==> src/verilog/aspm_l1_pkg.sv <==
// shared constants and carrier types for the L1 power management block
package aspm_l1_pkg;
	// qualifying interval before the upstream role requests L1
	localparam int unsigned CLK_PERIOD_PS = 5000;
	localparam int unsigned QUAL_TIME_US = 1000;
	localparam int unsigned QUAL_CYCLES = (QUAL_TIME_US * 1000 * 1000) / CLK_PERIOD_PS;
	// longest allowed exit propagation between roles
	localparam int unsigned EXIT_LAT_NS = 1000;
	localparam int unsigned EXIT_LAT_CYCLES = (EXIT_LAT_NS * 1000) / CLK_PERIOD_PS;
	// width of the interval counter
	localparam int unsigned QUAL_CNT_W = 18;
	// link states as reported to the link layer
	localparam logic [1:0] LINK_L0 = 2'h0;
	localparam logic [1:0] LINK_L0S = 2'h1;
	localparam logic [1:0] LINK_L1 = 2'h2;
	localparam logic [1:0] LINK_DOWN = 2'h3;

	// port-local conditions fed by the transaction and link layers
	typedef struct packed {
		logic l1_enable;
		logic tlp_pending;
		logic ack_nak_pending;
		logic dllp_pending;
		logic replay_empty;
		logic rx_activity;
		logic credits_full;
	} port_cond_t;

	// partition view of the downstream-facing ports
	typedef struct packed {
		logic all_dsp_in_l1;
		logic dsp_exit_start;
	} partition_t;
endpackage
==> src/verilog/aspm_l1_ctrl.sv <==
// L1 entry, acceptance and exit control for one switch port
// Functional notes
// - downstream accepts only when enabled and idle
// - downstream rejects any request it cannot accept
// - no L1 without link control enable
// - upstream qualifies conditions for 1 ms
// - then requests L1 from partner in L0/L0s
// - enters L1 only on partner acknowledge
// - no acknowledge: fall back to L0s attempt
// - all active downstream ports must be L1
// - no pending transaction packets required
// - upstream needs empty replay buffer
// - upstream needs no pending link packets
// - upstream receiver idle whole interval
// - upstream needs full flow control credits
// - upstream exits L1 on scheduled packet
// - upstream exits when downstream port exits
// - downstream-to-upstream exit within 1 us
// - downstream exits on packet or upstream exit
// - upstream-to-downstream exit within 1 us
`timescale 1ns/1ps
`default_nettype none
module aspm_l1_ctrl (
	// clock, reset and freeze
	input wire logic clk,
	input wire logic arst_n,
	input wire logic clk_en,
	// port role: high for upstream-facing
	input wire logic role_upstream,
	// local conditions and partition view
	input wire aspm_l1_pkg::port_cond_t cond,
	input wire aspm_l1_pkg::partition_t part,
	input wire logic usp_exit_start,
	// current link state from the physical layer
	input wire logic [1:0] link_state,
	// downstream role: partner request arrives
	input wire logic partner_l1_req,
	// upstream role: partner answer to our request
	input wire logic partner_ack,
	input wire logic partner_nak,
	// downstream role answers
	output logic accept_q,
	output logic reject_q,
	// upstream role requests
	output logic l1_req_q,
	output logic l1_enter_q,
	output logic l0s_try_q,
	// exit start pulse, either role
	output logic exit_start_q
);
	// upstream sequencer states
	typedef enum logic [3:0] {
		ST_QUAL = 4'h1,
		ST_REQ = 4'h2,
		ST_L1 = 4'h4,
		ST_DS = 4'h8
	} ust_t;

	ust_t st_q;
	ust_t st_d;
	logic [aspm_l1_pkg::QUAL_CNT_W-1:0] qual_cnt_q;
	logic entry_ok;
	logic qual_done;
	logic in_l0_l0s;
	logic us_exit;
	logic ds_exit;

	// every upstream entry condition except the L0/L0s link state, at once
	assign entry_ok = cond.l1_enable
		&& part.all_dsp_in_l1
		&& !cond.tlp_pending
		&& cond.replay_empty
		&& !cond.dllp_pending
		&& !cond.rx_activity
		&& cond.credits_full;
	assign qual_done = (qual_cnt_q ==
		aspm_l1_pkg::QUAL_CNT_W'(aspm_l1_pkg::QUAL_CYCLES - 1));
	assign in_l0_l0s = (link_state == aspm_l1_pkg::LINK_L0) ||
		(link_state == aspm_l1_pkg::LINK_L0S);
	// exit decided combinationally so the start pulse is one cycle later
	assign us_exit = cond.tlp_pending || part.dsp_exit_start;
	assign ds_exit = cond.tlp_pending || usp_exit_start;

	// interval counter, cleared when any condition in entry_ok breaks
	always_ff @(posedge clk or negedge arst_n) begin
		if (!arst_n) begin
			qual_cnt_q <= '0;
		end else if (clk_en) begin
			if (st_q != ST_QUAL || !entry_ok) begin
				qual_cnt_q <= '0;
			end else if (!qual_done) begin
				qual_cnt_q <= qual_cnt_q + 1'b1;
			end
		end
	end

	// next state for the upstream role; downstream role parks in ST_DS
	always_comb begin
		st_d = st_q;
		case (st_q)
			ST_QUAL: begin
				if (!role_upstream) begin
					st_d = ST_DS;
				end else if (qual_done && entry_ok && in_l0_l0s) begin
					st_d = ST_REQ;
				end
			end
			ST_REQ: begin
				if (!role_upstream || !entry_ok) begin
					st_d = ST_QUAL;
				end else if (partner_ack) begin
					st_d = ST_L1;
				end else if (partner_nak) begin
					st_d = ST_QUAL;
				end
			end
			ST_L1: begin
				if (!role_upstream || us_exit) begin
					st_d = ST_QUAL;
				end
			end
			ST_DS: begin
				if (role_upstream) begin
					st_d = ST_QUAL;
				end
			end
			default: st_d = ST_QUAL;
		endcase
	end

	always_ff @(posedge clk or negedge arst_n) begin
		if (!arst_n) begin
			st_q <= ST_QUAL;
		end else if (clk_en) begin
			st_q <= st_d;
		end
	end

	// upstream role outputs: request and entry registered from the next state, L0s try from the current state
	always_ff @(posedge clk or negedge arst_n) begin
		if (!arst_n) begin
			l1_req_q <= 1'b0;
			l1_enter_q <= 1'b0;
			l0s_try_q <= 1'b0;
		end else if (clk_en) begin
			l1_req_q <= (st_d == ST_REQ);
			l1_enter_q <= (st_d == ST_L1);
			l0s_try_q <= (st_q == ST_REQ) && role_upstream && partner_nak && !partner_ack;
		end
	end

	// downstream role answers; each request gets exactly one answer
	always_ff @(posedge clk or negedge arst_n) begin
		if (!arst_n) begin
			accept_q <= 1'b0;
			reject_q <= 1'b0;
		end else if (clk_en) begin
			accept_q <= !role_upstream && partner_l1_req && cond.l1_enable
				&& !cond.tlp_pending && !cond.ack_nak_pending;
			reject_q <= !role_upstream && partner_l1_req && !(cond.l1_enable
				&& !cond.tlp_pending && !cond.ack_nak_pending);
		end
	end

	// exit start: one cycle after the cause, well inside the 1 us bound
	always_ff @(posedge clk or negedge arst_n) begin
		if (!arst_n) begin
			exit_start_q <= 1'b0;
		end else if (clk_en) begin
			if (role_upstream) begin
				exit_start_q <= (st_q == ST_L1) && us_exit;
			end else begin
				exit_start_q <= (link_state == aspm_l1_pkg::LINK_L1) && ds_exit;
			end
		end
	end
endmodule
`default_nettype wire

==> config.mk <==
export PLATFORM = sky130hd
export DESIGN_NAME = aspm_l1_ctrl
export DESIGN_NICKNAME = d
export VERILOG_FILES = /design/src/verilog/aspm_l1_pkg.sv /design/src/verilog/aspm_l1_ctrl.sv
export SDC_FILE = /design/constraint.sdc
export NUM_CORES = 1
export LEC_CHECK = 0
export BUFFER_PORTS_ARGS = -buffer_cell sky130_fd_sc_hd__buf_2
export CORE_MARGIN = 1.5
export CORE_UTILIZATION = 50
export DETAILED_ROUTE_END_ITERATION = 10
export GPL_TIMING_DRIVEN = 0
export PLACE_DENSITY = 0.75
export SETUP_SLACK_MARGIN = 0.1
export SLEW_MARGIN = 40
export SYNTH_ARGS = -nofsm -noshare
export SYNTH_HDL_FRONTEND = slang
export SYNTH_SLANG_ARGS = --single-unit
==> constraint.sdc <==
create_clock -name clk -period 1.75 [get_ports clk]
set_input_delay 0.175 -clock clk [delete_from_list [all_inputs] [get_ports clk]]
set_output_delay 0.175 -clock clk [all_outputs]
set_load 0.005 [all_outputs]
Word level (Yosys, flattened, before mapping)
Index checks and enable logic that the tools add are counted.
W data, S select, Z words.
Word-level totals
  flip-flop bits (word level): 28
  bits of input ports: 19
  output and inout bits: 6
  logic and storage cells: 67
Operators by class
  add/sub/neg operators: 1
  equal/unequal tests: 11
  multiplexer cells: 11
  reductions and logical operators: 36
Operator list (count)
  $mux W18: 2
  $mux W4: 7
  $logic_and A1 B1 Y1: 20
  $add A18 B1 Y18 const B: 1
  $eq A18 B18 Y1 const B: 1
  $pmux W4 S4: 1
  $eq A4 B2 Y1 const B: 2
  $eq A4 B3 Y1 const B: 2
  $logic_not A1 Y1: 8
  $logic_or A1 B1 Y1: 6
  $eq A4 B1 Y1 const B: 1
  $eq A4 B4 Y1 const B: 1
  $ne A4 B1 Y1 const B: 1
  $eq A2 B1 Y1 const B: 1
  $eq A2 B2 Y1 const B: 1
  $logic_not A2 Y1: 1
  $ne A2 B1 Y1 const B: 1
  $reduce_and A2 Y1: 1
  $mux W1: 1

Depth between registers and ports, before layout
  depth after elaboration: 12
  mapped depth: 7
  gate-level depth less buffers: 6

Least setup slack after synthesis
OpenSTA, ideal clock, no wires.
  path type: register to register
  start point: reg st_q[0]
  end point: reg qual_cnt_q[6] in the netlist's numbering
  data arrival time: 1.631 ns
  data required time: 1.660 ns
  path slack: 0.030 ns
  stages on the path, launching flop included: 8
  buffers on the path: 2
  period minus slack after synthesis: 1.720 ns
  cell sequence: dfstp_2 -> buf_4 -> nor4b_4 -> and3_1 -> buf_6 -> nand2_4 -> or2_4 -> o31ai_4
On the way
  longest elaborated chain between the ends: 4
  elaborated cells on any way between the ends: 5
  classes of those cells: eq/ne (2); mux (1); reduce/logical (2)
RTL lines
  start: declaration: line aspm_l1_ctrl.sv:59  | ust_t st_q;
  start signal: assignment: line aspm_l1_ctrl.sv:135  | st_q <= st_d;
  $ne A4 B1 Y1 (*): line aspm_l1_ctrl.sv:89  | if (st_q != ST_QUAL || !entry_ok) begin
  $logic_or A1 B1 Y1 (*): line aspm_l1_ctrl.sv:89
  $ne A2 B1 Y1 (no source line)
  $reduce_and A2 Y1 (no source line)
  end signal: assignment: line aspm_l1_ctrl.sv:92  | qual_cnt_q <= qual_cnt_q + 1'b1;
  end: declaration: line aspm_l1_ctrl.sv:61  | logic [aspm_l1_pkg::QUAL_CNT_W-1:0] qual_cnt_q;
Every way passes the cells marked *; elsewhere a longest branch is shown, timed or not.
A chain may end at the register's enable or synchronous reset.

Worst setup path after layout
Same ends and word-level chain as after synthesis.

==> metrics.md <==
| Metric | Value |
|---|---|
| Status | `complete, no violations` |
| Routed WL | `4740 microns` |
| Buffers added on ports | `22` |
| Post-synthesis register bit count | `28` |
| Net Sw Frac | `27.4%` |
| Worst-path maximum fanout | `5` |
| Initial Utilization | `52.2%` |
| Post-synthesis xor/xnor area fraction | `0.503%` |
| Final std cells w/o fill | `282` |
| Area after DPL | `1910 sq um` |
| Via count | `1777` |
| Crit path top cell by count | `buf_6` |
| Residual DRC | `0` |
| Hpwl dp | `2870 microns` |
| Fin nets | `257` |
| CTS sink count | `28` |
| Post-synthesis compound-gate area fraction | `23.9%` |
| Sequential Power Share | `45.5%` |
| CTS tree | `yes` |
| Final ANT Viol Nets | `0` |
| Final estimated routing congestion in global placement | `0.908` |
| CP max stage delay | `0.56 ns` |
| Ys async rst share | `100%` |
| Post-Synthesis Cells | `193` |
| Vias in the first global route | `1497` |
| Netlist cell types | `55` |
| Post-synthesis adder-cell area fraction | `0.719%` |
| Pwr/cell area | `654 nW/um^2` |
| Synthesized area per cell | `9.02 sq um` |
| Number of diodes | `0` |
| Die Footprint | `3840 sq um` |
| # fillers | `283` |
| Worst Setup SP | `st_q[0]` |
| P_leak | `0.000995 uW` |
| Max Cap Viol | `0` |
| Util after Layout | `70.0%` |
| Worst Tran Pin Value | `0.651 ns` |
| Die X | `62 microns` |
| Tot GR Track Use | `24.4%` |
| Ratio of cells with drive above 1 in the final layout | `39.0%` |
| FF-to-FF setup slack | `0.02 ns` |
| Synth area leader | `dfrtp_1` |
| Synth area leaders | `dfrtp_1 (39%), o21ai_0 (5.2%), nor2_1 (4.1%), nand3_1 (3.5%), o2bb2ai_1 (2.5%)` |
| Syn Nets | `213` |
| Critical Path End | `qual_cnt_q[6]` |
| Yosys warning total | `0` |
| WP data required | `2.03 ns` |
| Slowest CP cell | `dfstp_2` |
| Worst path arrival time | `2.01 ns` |
| Synthesized cell area | `1740 sq um` |
| Total power | `1530 uW` |
| Tcrit/Tclk final | `99.1%` |
| Simple-Gate Fraction of Synth Area | `26.1%` |
| Sw Pwr | `419 uW` |
| Final setup vio count | `0` |
| Setup CP Type | `flip-flop to flip-flop` |
| Maximum clock rate | `577 MHz` |
| R2R Path End | `qual_cnt_q[6]` |
| Die H | `62 microns` |
| Antenna violations before repair | `0` |
| Post-Place Cells | `261` |
| Worst setup EP type | `flip-flop` |
| Main synth FF type | `dfrtp_1` |
| Top cells by count, synth | `dfrtp_1 (27), nor2_1 (19), o21ai_0 (18)` |
| H-tree depth | `1` |
| Min Clock Period, post-route | `1.73 ns` |
| Mux cell area share after synthesis | `2.30%` |
| Relative slew slack | `56.6%` |
| Largest net degree at the start of global routing | `29` |
| Register area share after synthesis | `40.3%` |
| DR WL/cell | `16.8 microns` |
| Crit-path cells | `buf_6, nor4b_4, and3_1, buf_6, nand2_8, or2_4, o31ai_4` |
| Worst skew pair latency | `0.35 ns` |
| Fin. max-slew vios | `0` |
| Final Hold Viols | `0` |
| R2r startpoint | `st_q[0]` |
| Main combinational cell family by area after synthesis | `simple AND/OR/NAND/NOR gates` |
| Peak VDD IR | `0.000482 V` |
| Drt pass-1 iters | `4` |
| Vias/cell | `6.30` |
| Final TNS setup | `0 ns` |
| Internal power | `1110 uW` |
| Yosys top cell area share | `38.8%` |
| R2r worst-path depth | `7` |
| Worst-path clk slew | `0.17 ns` |
| Core box area | `3340 sq um` |
| Post-route design area | `2330 sq um` |
| Overflow after GRT | `0` |
| EDFF count, synth | `0` |
| Skew final | `0.0162 ns` |
| Clock share of power | `28.8%` |
| Most common cell in the netlist | `dfrtp_1` |
| Site Rows | `21` |
| Worst setup SP type | `flip-flop` |
| RSZ-0062 raised after global routing | `true` |
| Hold/Removal Path Class | `input port to flip-flop` |
| Global-route wire length before repair | `6940 microns` |
| Area Overhead vs Synth | `34.1%` |
| TritonCTS buffer count | `3` |
| 1st-iter DRT viols | `113` |
| # IOs | `25` |
| Clk Tree Root Cell | `clkbuf_4` |
| Clock tree buffer depth | `2` |
| Part of the power in combinational logic | `25.7%` |
## state kept, by name, summed over array words and instances, names as in the netlist
signal and flops:
accept_q 1, exit_start_q 1, l0s_try_q 1, l1_enter_q 1
l1_req_q 1, qual_cnt_q 18, reject_q 1, st_q 4
## critical path, delay by kind of cell (launching register included)
family          cells  cell delay [ns]
buf+inv             2             0.22
simple gates        4             0.70
compound gates      1             0.18
flops               1             0.56
## through the flow
stage	hold WS [ns]	setup WS, ns
2_1_floorplan	-0.121	0.0773
3_3_place_gp	0.224	-0.0343
3_5_place_dp	0.221	-0.0788
4_1_cts	0.0724	0.00415
5_1_grt	0.0826	-0.0523
6_report	0.0794	0.0164
## kinds of logic (layout without fill, tap and decap cells)
group	count (synthesis)	count (layout)
AOI/OAI and AO/OA	59	59
xor gates and xnor gates	1	1
adders and majority gates	1	1
buffers and inverters	23	66
DFF	28	28
muxes	4	4
and+or+nand+nor	77	77
## repair_timing
action                                 4_1_cts  5_1_grt
hold buffers                                 1        0
setup buffers                               11        5
setup endpoints to repair                   20       23
pin swaps                                    4       11
endpoints found under the hold margin       27        0
resized for setup                           12       51
## how the worst min path moves through the flow
stage / startpoint / end / slack [ns] / cells after the start
3_3_place_gp: arst_n / exit_start_q / 0.22 / 1
3_5_place_dp: arst_n / exit_start_q / 0.22 / 1
4_1_cts: partner_nak / l0s_try_q / 0.07 / 3
2_1_floorplan: arst_n / accept_q / -0.12 / 0
5_1_grt: partner_nak / l0s_try_q / 0.08 / 3
6_report: partner_nak / l0s_try_q / 0.08 / 3
## per-layer routing
layer | part of all wire, % | track usage, % | wire, microns
met2 | 48 | 35.4 | 2260
met1 | 44 | 36.6 | 2100
met5 | 0 | 0 | 0
met3 | 5.8 | 2.69 | 276
met4 | 2.2 | 10.0 | 102
## power by group through the flow
stage / Sequential (uW) / Clock [uW] / Combinational (uW)
3_3_place_gp: 706 / 0 / 290
6_report: 695 / 440 / 392
4_1_cts: 696 / 451 / 369
2_1_floorplan: 706 / 0 / 221
3_5_place_dp: 707 / 0 / 295
5_1_grt: 698 / 471 / 425
## placed cells by master (no fill, tap or decap), types with 3 or more instances in the layout
cell type and count:
dfrtp_1 25, buf_2 24, nor2_1 18, buf_4 16, nand2_1 10, o21ai_1 9, inv_1 9, nand3_1 6
nand3_2 6, o21ai_0 6, and3_1 5, buf_6 5, o21ai_2 5, a21oi_1 5, nand4_1 4, clkbuf_1 4
mux2i_1 4, nor4b_4 3, nor4_1 3, nand3b_1 3, o2bb2ai_1 3, o22ai_1 3, clkbuf_4 3
## area by class of cell
cell class	instances	area (sq um)	area share, %
flip-flops and latches	28	704	30.2
multi-input cells	142	1150	49.3
repair buffers	39	244	10.5
plain buffers	13	87.6	3.75
inverters	10	37.5	1.61
clock buffers	3	22.5	0.965
clock inverters	1	30.0	1.29
well taps	46	57.6	2.47
No activity file was read; power rests on OpenSTA's default activity.
